## config.mk

```make
export PLATFORM = sky130hd
export DESIGN_NAME = secure_sector_host
export DESIGN_NICKNAME = d
export VERILOG_FILES = /design/src/common/secure_host_pkg.sv /design/src/rtl/flash_bus_cycle.sv /design/src/rtl/secure_sector_host.sv
export SDC_FILE = /design/constraint.sdc
export NUM_CORES = 1
export LEC_CHECK = 0
export BUFFER_PORTS_ARGS = -buffer_cell sky130_fd_sc_hd__buf_2
export CORE_AREA = 2 2 156 158
export CTS_BUF_LIST = sky130_fd_sc_hd__clkbuf_4 sky130_fd_sc_hd__clkbuf_8
export DETAILED_ROUTE_END_ITERATION = 8
export DIE_AREA = 0 0 158 160
export HOLD_SLACK_MARGIN = 0.02
export PLACE_DENSITY = 0.44
export RECOVER_POWER = 100
export SLEW_MARGIN = 20
export SYNTH_ARGS = -nofsm -noshare
export SYNTH_HDL_FRONTEND = slang
export SYNTH_HIERARCHICAL = 1
export SYNTH_SLANG_ARGS = --single-unit
```

## constraint.sdc

```tcl
create_clock -name sys_clk_i -period 6 [get_ports sys_clk_i]
set_input_delay 0.3 -clock sys_clk_i [delete_from_list [all_inputs] [get_ports sys_clk_i]]
set_output_delay 0.3 -clock sys_clk_i [all_outputs]
set_load 0.05 [all_outputs]
```

## src/common/secure_host_pkg.sv

```systemverilog
`default_nettype none
package secure_host_pkg;
   // ****************************************************************
   // Command sequence addresses and data
   // ****************************************************************
   localparam logic [11:0] UNLOCK1_WORD_ADDR = 12'h555;
   localparam logic [11:0] UNLOCK2_WORD_ADDR = 12'h2aa;
   localparam logic [11:0] UNLOCK1_BYTE_ADDR = 12'haaa;
   localparam logic [11:0] UNLOCK2_BYTE_ADDR = 12'h555;
   localparam logic [15:0] UNLOCK1_DATA      = 16'h00aa;
   localparam logic [15:0] UNLOCK2_DATA      = 16'h0055;
   localparam logic [15:0] ENTRY_DATA        = 16'h0088;
   localparam logic [15:0] EXIT3_DATA        = 16'h0090;
   localparam logic [15:0] EXIT4_DATA        = 16'h0000;
   localparam logic [15:0] PROGRAM_DATA      = 16'h00a0;
   // ****************************************************************
   // Secure sector layout and indicator
   // ****************************************************************
   localparam int          SECURE_WORDS      = 128;
   localparam logic [7:0]  SERIAL_FIRST_ADDR = 8'h00;
   localparam logic [7:0]  SERIAL_LAST_ADDR  = 8'h07;
   localparam int          LOCK_BIT_POS      = 7;
   // ****************************************************************
   // Bus cycle timing
   // ****************************************************************
   localparam int          WE_LOW_NS         = 40;
   localparam int          CLK_PERIOD_NS     = 4;
   localparam logic [7:0]  WE_LOW_CYCLES     =
      8'((WE_LOW_NS + CLK_PERIOD_NS - 1) / CLK_PERIOD_NS);
   localparam logic [7:0]  WE_HIGH_CYCLES    = 8'h04;
   localparam logic [7:0]  READ_CYCLES       = 8'h19;
   // ****************************************************************
   // Commands and pin groups
   // ****************************************************************
   typedef enum logic [2:0] {
      CMD_READ    = 3'b000,
      CMD_ENTER   = 3'b001,
      CMD_EXIT    = 3'b010,
      CMD_PROGRAM = 3'b011,
      CMD_RESET   = 3'b100
   } command_type;
   typedef struct packed {
      logic        write_en;
      logic        read_en;
      logic [23:0] addr;
      logic [15:0] wdata;
   } bus_cycle_type;
   typedef struct packed {
      logic        chip_en_n;
      logic        write_en_n;
      logic        out_en_n;
      logic        reset_n;
      logic [23:0] addr;
      logic [15:0] dq_out;
      logic        dq_oe;
   } flash_pins_type;
endpackage : secure_host_pkg
`default_nettype wire

```

## src/rtl/flash_bus_cycle.sv

```systemverilog
`timescale 1ns/1ns
`default_nettype none
module flash_bus_cycle (
   input  wire logic                           sys_clk_i,
   input  wire logic                           rst_n_i,
   input  wire secure_host_pkg::bus_cycle_type cycle_i,
   input  wire logic [15:0]                    dq_in_i,
   output logic                                busy_o,
   output logic                                done_o,
   output logic [15:0]                         rdata_o,
   output secure_host_pkg::flash_pins_type     pins_o
);
   // ****************************************************************
   // One asynchronous write or read cycle on the flash pins
   // ****************************************************************
   typedef enum logic [1:0] {
      PH_IDLE  = 2'b00,
      PH_WRITE = 2'b01,
      PH_READ  = 2'b10,
      PH_GAP   = 2'b11
   } phase_type;

   phase_type    phase_reg;
   phase_type    phase_next;
   logic [7:0]   count_reg;
   logic [7:0]   count_next;
   logic         start_w;
   logic         count_zero_w;

   assign start_w      = (phase_reg == PH_IDLE) &&
                         (cycle_i.write_en || cycle_i.read_en);
   assign count_zero_w = (count_reg == 8'h00);

   always_comb begin
      phase_next = phase_reg;
      count_next = count_zero_w ? 8'h00 : count_reg - 8'h01;
      unique case (phase_reg)
         PH_IDLE: begin
            if (cycle_i.write_en) begin
               phase_next = PH_WRITE;
               count_next = secure_host_pkg::WE_LOW_CYCLES;
            end else if (cycle_i.read_en) begin
               phase_next = PH_READ;
               count_next = secure_host_pkg::READ_CYCLES;
            end
         end
         PH_WRITE, PH_READ: begin
            if (count_zero_w) begin
               phase_next = PH_GAP;
               count_next = secure_host_pkg::WE_HIGH_CYCLES;
            end
         end
         PH_GAP: begin
            if (count_zero_w) begin
               phase_next = PH_IDLE;
            end
         end
      endcase
   end

   always_ff @(posedge sys_clk_i or negedge rst_n_i) begin
      if (!rst_n_i) begin
         phase_reg         <= PH_IDLE;
         count_reg         <= 8'h00;
         busy_o            <= 1'b0;
         done_o            <= 1'b0;
         rdata_o           <= 16'h0000;
         pins_o.chip_en_n  <= 1'b1;
         pins_o.write_en_n <= 1'b1;
         pins_o.out_en_n   <= 1'b1;
         pins_o.reset_n    <= 1'b0;
         pins_o.addr       <= 24'h000000;
         pins_o.dq_out     <= 16'h0000;
         pins_o.dq_oe      <= 1'b0;
      end else begin
         phase_reg         <= phase_next;
         count_reg         <= count_next;
         pins_o.reset_n    <= 1'b1;
         busy_o            <= (phase_next != PH_IDLE);
         done_o            <= (phase_reg == PH_GAP) && count_zero_w;
         if (start_w) begin
            pins_o.addr   <= cycle_i.addr;
            pins_o.dq_out <= cycle_i.wdata;
         end
         pins_o.chip_en_n  <= !((phase_next == PH_WRITE) ||
                                (phase_next == PH_READ));
         pins_o.write_en_n <= (phase_next != PH_WRITE);
         pins_o.dq_oe      <= (phase_next == PH_WRITE);
         pins_o.out_en_n   <= (phase_next != PH_READ);
         if ((phase_reg == PH_READ) && count_zero_w) begin
            rdata_o <= dq_in_i;
         end
      end
   end
endmodule // flash_bus_cycle
`default_nettype wire

```

## src/rtl/secure_sector_host.sv

```systemverilog
// What this block does
// - After program, host polls device busy until clear, then finishes; exit is a separate command
// - Entry: AA@555, 55@2AA, 88@555 (word)
// - Exit: unlocks, 90@555, then 00 anywhere
// - Program: unlocks, A0@555, then data word
`timescale 1ns/1ns
`default_nettype none
module secure_sector_host #(
   parameter int unsigned  ADDR_W    = 24,
   parameter logic [23:0]  BASE_ADDR = 24'h000000
) (
   input  wire logic                          sys_clk_i,
   input  wire logic                          rst_n_i,
   input  wire logic                          cmd_valid_i,
   input  wire secure_host_pkg::command_type  cmd_i,
   input  wire logic [6:0]                    cmd_offset_i,
   input  wire logic [15:0]                   cmd_wdata_i,
   input  wire logic                          byte_mode_i,
   input  wire logic                          factory_locked_i,
   input  wire logic                          device_busy_i,
   input  wire logic [15:0]                   dq_in_i,
   output logic                               cmd_ready_o,
   output logic                               cmd_done_o,
   output logic                               cmd_error_o,
   output logic [15:0]                        rdata_o,
   output logic                               secure_mode_o,
   output logic                               lock_indicator_bit_o,
   output logic                               accel_allowed_o,
   output secure_host_pkg::flash_pins_type    pins_o
);
   // ****************************************************************
   // Sequence state
   // ****************************************************************
   typedef enum logic [2:0] {
      ST_IDLE   = 3'b000,
      ST_STEP   = 3'b001,
      ST_WAIT   = 3'b010,
      ST_POLL   = 3'b011,
      ST_FINISH = 3'b100
   } state_type;

   function automatic logic [23:0] word_addr(input logic [11:0] w,
                                              input logic [11:0] b,
                                              input logic bm);
      word_addr = BASE_ADDR + {12'h000, (bm ? b : w)};
   endfunction

   state_type                        state_reg;
   state_type                        state_next;
   secure_host_pkg::command_type     cmd_reg;
   logic [1:0]                       step_reg;
   logic [6:0]                       offset_reg;
   logic [15:0]                      wdata_reg;
   logic                             secure_reg;
   logic                             bm_reg;
   logic                             error_reg;
   logic [15:0]                      rdata_reg;
   secure_host_pkg::bus_cycle_type   cycle_w;
   logic                             done_w;
   logic [15:0]                      bus_rdata_w;
   secure_host_pkg::flash_pins_type  pins_w;
   logic                             refuse_w;
   logic                             last_step_w;
   logic                             read_cmd_w;
   logic [23:0]                      target_w;

   // ****************************************************************
   // Command acceptance
   // ****************************************************************
   assign refuse_w =
      (cmd_i == secure_host_pkg::CMD_PROGRAM &&
       (!secure_reg || factory_locked_i)) ||
      (cmd_i == secure_host_pkg::CMD_ENTER && secure_reg) ||
      (cmd_i == secure_host_pkg::CMD_EXIT && !secure_reg) ||
      device_busy_i;
   assign read_cmd_w  = (cmd_reg == secure_host_pkg::CMD_READ) ||
                        (cmd_reg == secure_host_pkg::CMD_RESET);
   assign last_step_w = read_cmd_w ||
                        (cmd_reg == secure_host_pkg::CMD_ENTER &&
                         step_reg == 2'd2) ||
                        (step_reg == 2'd3);
   // Secure words overlay the first sector at the base
   assign target_w = BASE_ADDR +
                     {17'h00000, offset_reg};

   // ****************************************************************
   // Address and data of the current write or read
   // ****************************************************************
   always_comb begin
      cycle_w          = '0;
      cycle_w.write_en = (state_reg == ST_STEP) && !read_cmd_w;
      cycle_w.read_en  = (state_reg == ST_STEP) && read_cmd_w;
      cycle_w.addr     = target_w;
      cycle_w.wdata    = wdata_reg;
      unique case (step_reg)
         2'd0: begin
            cycle_w.addr  = word_addr(secure_host_pkg::UNLOCK1_WORD_ADDR,
                                      secure_host_pkg::UNLOCK1_BYTE_ADDR,
                                      bm_reg);
            cycle_w.wdata = secure_host_pkg::UNLOCK1_DATA;
         end
         2'd1: begin
            cycle_w.addr  = word_addr(secure_host_pkg::UNLOCK2_WORD_ADDR,
                                      secure_host_pkg::UNLOCK2_BYTE_ADDR,
                                      bm_reg);
            cycle_w.wdata = secure_host_pkg::UNLOCK2_DATA;
         end
         2'd2: begin
            cycle_w.addr = word_addr(secure_host_pkg::UNLOCK1_WORD_ADDR,
                                     secure_host_pkg::UNLOCK1_BYTE_ADDR,
                                     bm_reg);
            unique case (cmd_reg)
               secure_host_pkg::CMD_ENTER:
                  cycle_w.wdata = secure_host_pkg::ENTRY_DATA;
               secure_host_pkg::CMD_EXIT:
                  cycle_w.wdata = secure_host_pkg::EXIT3_DATA;
               default:
                  cycle_w.wdata = secure_host_pkg::PROGRAM_DATA;
            endcase
         end
         2'd3: begin
            cycle_w.addr  = target_w;
            cycle_w.wdata = (cmd_reg == secure_host_pkg::CMD_EXIT) ?
                            secure_host_pkg::EXIT4_DATA : wdata_reg;
         end
      endcase
      if (read_cmd_w) begin
         cycle_w.addr = target_w;
      end
   end

   // ****************************************************************
   // Sequencer
   // ****************************************************************
   always_comb begin
      state_next = state_reg;
      unique case (state_reg)
         ST_IDLE:   if (cmd_valid_i) state_next = ST_STEP;
         ST_STEP:   state_next = ST_WAIT;
         ST_WAIT: begin
            if (done_w) begin
               if (!last_step_w) begin
                  state_next = ST_STEP;
               end else if (cmd_reg == secure_host_pkg::CMD_PROGRAM) begin
                  state_next = ST_POLL;
               end else begin
                  state_next = ST_FINISH;
               end
            end
         end
         ST_POLL:   if (!device_busy_i) state_next = ST_FINISH;
         ST_FINISH: state_next = ST_IDLE;
         default:   state_next = ST_IDLE;
      endcase
   end

   always_ff @(posedge sys_clk_i or negedge rst_n_i) begin
      if (!rst_n_i) begin
         state_reg  <= ST_IDLE;
         cmd_reg    <= secure_host_pkg::CMD_READ;
         step_reg   <= 2'd0;
         offset_reg <= 7'h00;
         wdata_reg  <= 16'h0000;
         secure_reg <= 1'b0;
         bm_reg     <= 1'b0;
         error_reg  <= 1'b0;
         rdata_reg  <= 16'h0000;
      end else begin
         state_reg <= state_next;
         if (state_reg == ST_IDLE && cmd_valid_i) begin
            cmd_reg    <= cmd_i;
            offset_reg <= cmd_offset_i;
            wdata_reg  <= cmd_wdata_i;
            bm_reg     <= byte_mode_i;
            step_reg   <= 2'd0;
            error_reg  <= refuse_w;
            if (refuse_w) begin
               state_reg <= ST_FINISH;
            end
            if (cmd_i == secure_host_pkg::CMD_RESET) begin
               secure_reg <= 1'b0;
            end
         end
         if (state_reg == ST_WAIT && done_w) begin
            step_reg <= step_reg + 2'd1;
            if (read_cmd_w) begin
               rdata_reg <= bus_rdata_w;
            end
            if (last_step_w && cmd_reg == secure_host_pkg::CMD_ENTER) begin
               secure_reg <= 1'b1;
            end
            if (last_step_w && cmd_reg == secure_host_pkg::CMD_EXIT) begin
               secure_reg <= 1'b0;
            end
         end
      end
   end

   // ****************************************************************
   // Registered outputs
   // ****************************************************************
   always_ff @(posedge sys_clk_i or negedge rst_n_i) begin
      if (!rst_n_i) begin
         cmd_ready_o          <= 1'b0;
         cmd_done_o           <= 1'b0;
         cmd_error_o          <= 1'b0;
         rdata_o              <= 16'h0000;
         secure_mode_o        <= 1'b0;
         lock_indicator_bit_o <= 1'b0;
         accel_allowed_o      <= 1'b0;
      end else begin
         cmd_ready_o          <= (state_next == ST_IDLE);
         cmd_done_o           <= (state_reg == ST_FINISH);
         cmd_error_o          <= (state_reg == ST_FINISH) && error_reg;
         rdata_o              <= rdata_reg;
         secure_mode_o        <= secure_reg;
         lock_indicator_bit_o <= factory_locked_i;
         accel_allowed_o      <= !secure_reg;
      end
   end

   assign pins_o = pins_w;

   flash_bus_cycle u_bus (
      .sys_clk_i (sys_clk_i),
      .rst_n_i   (rst_n_i),
      .cycle_i   (cycle_w),
      .dq_in_i   (dq_in_i),
      .busy_o    (),
      .done_o    (done_w),
      .rdata_o   (bus_rdata_w),
      .pins_o    (pins_w)
   );
endmodule // secure_sector_host
`default_nettype wire

```

# [After elaboration in Yosys (flattened, before gate mapping)]
# Cells that the tools add are included.
[classes] n_reduce_logical=35 n_mux=31 n_eq_ne=22 n_addsub=2
[op_table] operator="$pmux W40 S4" count=1
[op_table] operator="$mux W8" count=4
[op_table] operator="$mux W24" count=1
[op_table] operator="$mux W3" count=7
[op_table] operator="$eq A3 B2 Y1 const B" count=6
[op_table] operator="$mux W16" count=1
[op_table] operator="$pmux W8 S2" count=1
[op_table] operator="$logic_and A1 B1 Y1" count=14
[op_table] operator="$mux W12" count=1
[op_table] operator="$mux W2" count=6
[op_table] operator="$pmux W3 S4" count=1
[op_table] operator="$pmux W6 S2" count=1
[op_table] operator="$mux W11" count=1
[op_table] operator="$eq A2 B2 Y1 const B" count=5
[op_table] operator="$eq A3 B1 Y1 const B" count=3
[op_table] operator="$eq A3 B3 Y1 const B" count=3
[op_table] operator="$logic_not A3 Y1" count=3
[op_table] operator="$logic_or A1 B1 Y1" count=9
[op_table] operator="$logic_not A8 Y1" count=1
[op_table] operator="$sub A8 B1 Y8 const B" count=1
[op_table] operator="$eq A2 B1 Y1 const B" count=3
[op_table] operator="$pmux W2 S3" count=1
[op_table] operator="$mux W1" count=5
[op_table] operator="$logic_not A2 Y1" count=2
[op_table] operator="other kinds (7)" count=9
[word_totals] reg_bits=144 output_inout_bits=67 inputBits=48

# [Depth between registers and ports, before layout]
[logic_depth] word_depth=9 ltp_mapped=9

# [Cells and area by module]
# The synthesis kept the hierarchy.
[modules_own_cells] mod="secure_sector_host" area_per_inst_um2=3051.7 cells_per_inst=221 instances=1
[modules_own_cells] mod="flash_bus_cycle" area_per_inst_um2=3007.9 cells_per_inst=203 instances=1

# [Worst setup path after synthesis]
# Ideal clock, no wire load.
[synth_timing] path_kind="reg2reg" start="reg u_bus.count_reg[0]" end="reg u_bus/pins_o[44] (netlist name)" stages_incl_launch_ff=9 required_ns=5.917 n_path_buf=1 path_slack_ns=4.080 period_less_slack_ns=1.920 setup_time_ns=0.083 arrival_ns=1.837 cell_sequence="dfrtp_1 > inv_1 > ha_1 > nor3b_1 > and2_1 > buf_6 > nor2_1 > o32a_1 > ha_1"
[synth_via] elab_chain_cells=6 elab_cells_between_ends=8 cone_classes="eq/ne (2); mux (3); reduce/logical (3)"
[synth_rtl] element="from (decl)" line="flash_bus_cycle.sv:25" text="logic [7:0] count_reg;"
[synth_rtl] element="from (signal assigned)" line="flash_bus_cycle.sv:77" text="count_reg <= count_next;"
[synth_rtl] element="$logic_not A8 Y1 *" line="flash_bus_cycle.sv:32" text="assign count_zero_w = (count_reg == 8'h00);"
[synth_rtl] element="$mux W2, on equally long branches" line="flash_bus_cycle.sv:54, flash_bus_cycle.sv:48"
[synth_rtl] element="$pmux W2 S3 *" line="flash_bus_cycle.sv:37" text="unique case (phase_reg)"
[synth_rtl] element="$eq A2 B1 Y1 / $eq A2 B2 Y1 (equally long branches)" line="flash_bus_cycle.sv:85, flash_bus_cycle.sv:86"
[synth_rtl] element="$logic_or A1 B1 Y1 *" line="flash_bus_cycle.sv:85" text="pins_o.chip_en_n <= !((phase_next == PH_WRITE) ||"
[synth_rtl] element="$logic_not A1 Y1 *" line="flash_bus_cycle.sv:85"
# Every way passes the cells marked *; elsewhere a longest branch is shown, timed or not.
# A chain may end at the register's enable or synchronous reset.

==> results.sh <==
export IMPL_cp_required_ns=6.32
export IMPL_wl_um=13360
export IMPL_ys_warn_count=6
export IMPL_cp_arrival_ns=4.18
export IMPL_gr_usage_met2_pct=17.81
export IMPL_syn_area_mm2=0.006018
export IMPL_io_pins=115
export IMPL_failed_checks="max-capacitance violations, max-slew violations"
export IMPL_rsz0062_at_grt="no"
export IMPL_cts_tree="yes"
export IMPL_fmax_mhz=259.4
export IMPL_largest_register="u_bus/pins_o"
export IMPL_hpwl_um=9118
export IMPL_final_layout_size_suffix_gt1_share_pct=28.87
export IMPL_tightest_slew_ns=2.161
export IMPL_firstDrtPassIters=4
export IMPL_largest_register_ffs=45
export IMPL_first_global_vias=3965
export IMPL_critPathKind="reg2reg"
export IMPL_power_leakage_nw=3.221
export IMPL_use_met3_pct=4.288
export IMPL_worstHoldStart="dq_in_i[12]"
export IMPL_grt_overflow_total=0
export IMPL_die_y_um=160
export IMPL_gp_congestion=0.7221
export IMPL_clk_latency_ns=0.45
export IMPL_start_util_pct=25.27
export IMPL_whs_endpoint="u_bus/rdata_o[12]"
export IMPL_grt_max_degree=76
export IMPL_period_minus_slack_ns=3.855
export IMPL_hold_path_cell_count=2
export IMPL_cap_violations=2
export IMPL_syn2layout_area_growth_pct=18.75
export IMPL_fin_setup_tns_ns=0
export IMPL_preCtsSetupSlack_ns=3.640
export IMPL_relSlewSlack_pct=-44.04
export IMPL_drtIter0Drc=134
export IMPL_post_route_period_util_pct=64.25
export IMPL_cellPowerDensity_mw_per_mm2=517.0
export IMPL_cts_sinks=144
export IMPL_track_usage_pct=11.03
export IMPL_final_max_slew_viol_count=70
export IMPL_row_count=57
export IMPL_core_area_mm2=0.02382
export IMPL_cp_end_kind="flop"
export IMPL_grt_busiest_layer="met2"
export IMPL_synth_area_per_cell_um2=14.30
export IMPL_port_buffers=114
export IMPL_layout_setup_ws_ns=2.145
export IMPL_cts_root_buffer="clkbuf_8"
export IMPL_antenna_found_initial=1
export IMPL_use_met1_pct=13.45
export IMPL_r2r_cells=5
export IMPL_h_tree_depth=4
export IMPL_routedWlPerCell_um=14.96
export IMPL_route_detailed_drc=0
export IMPL_start_kind="flop"
export IMPL_ant_nets=0
export IMPL_synthCells=421
export IMPL_rrSetupSlack_ns=2.15
export IMPL_cts_setup_buffers=0
export IMPL_nets=613
export IMPL_status="finished, violations left"
export IMPL_finalHoldViolCount=0
export IMPL_die_w_um=158
export IMPL_ctsResizeCount=0
export IMPL_hp_class="in2reg"
export IMPL_via_per_inst=4.142
export IMPL_n_fill_cell=2517
export IMPL_setup_violations_final=0
export IMPL_fin_skew_ns=0.009472
export IMPL_vias=3699
export IMPL_clkTransAtPathRegs_ns=0.09
export IMPL_r2r_end="u_bus/pins_o[16]"
export IMPL_clockBufferDepth=2
export IMPL_r2r_start="cmd_reg[1]"
export IMPL_grt_pass1_wl_um=21380
export IMPL_irDropWorstVdd_mv=0.1720
export IMPL_die_area_mm2=0.02528
export IMPL_cts_buffers=17
export IMPL_path_max_fanout=35
==> worst max-delay path by stage <==
stage / startpoint / end / slack, ns / cells past startpoint
floorplan: u_bus/count_reg[0] / u_bus/pins_o[44] / 4.11 / 8
global placement: step_reg[1] / u_bus/pins_o[27] / 3.74 / 5
detailed placement: step_reg[1] / u_bus/pins_o[27] / 3.64 / 5
CTS: step_reg[1] / u_bus/pins_o[27] / 3.63 / 5
global route: cmd_reg[1] / u_bus/pins_o[16] / 1.78 / 5
finish: cmd_reg[1] / u_bus/pins_o[16] / 2.15 / 5
==> per-stage QoR <==
| step | util [%] | hold WS [ns] | area (um2) | cells | power, mW |
|---|---|---|---|---|---|
| after detailed placement | 29.22 | 0.3595 | 6960 | 858 | 3.069 |
| final | 30.00 | 0.05608 | 7147 | 893 | 3.695 |
| after CTS | 30.92 | 0.02590 | 7365 | 892 | 3.855 |
| after global placement | 29.22 | 0.3466 | 6960 | 858 | 3.029 |
| after global routing | 29.99 | 0.02184 | 7144 | 892 | 3.935 |
| after floorplan | - | 0.004409 | 6060 | 432 | 2.702 |
==> critical path, stage by stage, from the launching register on <==
cell and delay, ns:
dfrtp_1 0.49, nor2_1 0.37, nor2_1 0.16, o21ai_0 0.64
clkbuf_1 1.60, mux2_2 0.45
==> cell type report <==
type                            count  area, um2  area share (%)
Multi-Input combinational cell    258       2160           30.22
Clock buffer                       17      234.0           3.274
Antenna cell                        1      2.502         0.03501
Timing Repair Buffer              119      531.8           7.440
Inverter                           15      56.30          0.7878
Tap cell                          324      405.4           5.672
Clock inverter                     15      150.1           2.101
Sequential cell                   144       3607           50.47
==> where the power goes <==
| part | switching (mW) | total [mW] | internal [mW] |
|---|---|---|---|
| clock | 0.414 | 0.755 | 0.340 |
| combinational | 0.920 | 1.42 | 0.503 |
| sequential | 0.210 | 1.52 | 1.31 |
==> per-layer routing <==
metal / wire length [um] / part of all wire, % / up-vias
li1: - / - / 1750
met1: 5826 / 44 / 1842
met2: 6442 / 48 / 99
met3: 949 / 7.1 / 8
met4: 136 / 1.0 / 0
met5: 0 / 0 / -
==> layout by cell type, fill, tap and decap left out, types with 4 or more instances in the layout <==
master	count
dfrtp_1	141
clkbuf_1	69
mux2_1	24
a21o_1	10
mux2_2	74
a211oi_1	5
nor2b_1	5
inv_6	5
buf_2	46
nor3b_1	4
ha_1	10
clkbuf_8	17
nor2_1	16
a21oi_1	10
nor3_1	7
and2_1	8
nand2b_1	7
inv_1	15
o21ai_0	11
nand2_1	10
conb_1	13
==> what timing repair did <==
item | in CTS | in global routing
endpoints found under the setup margin | 0 | 0
hold buffers | 2 | 0
endpoints found under the hold margin | 70 | 0
No activity file was read; power rests on OpenSTA's default activity.
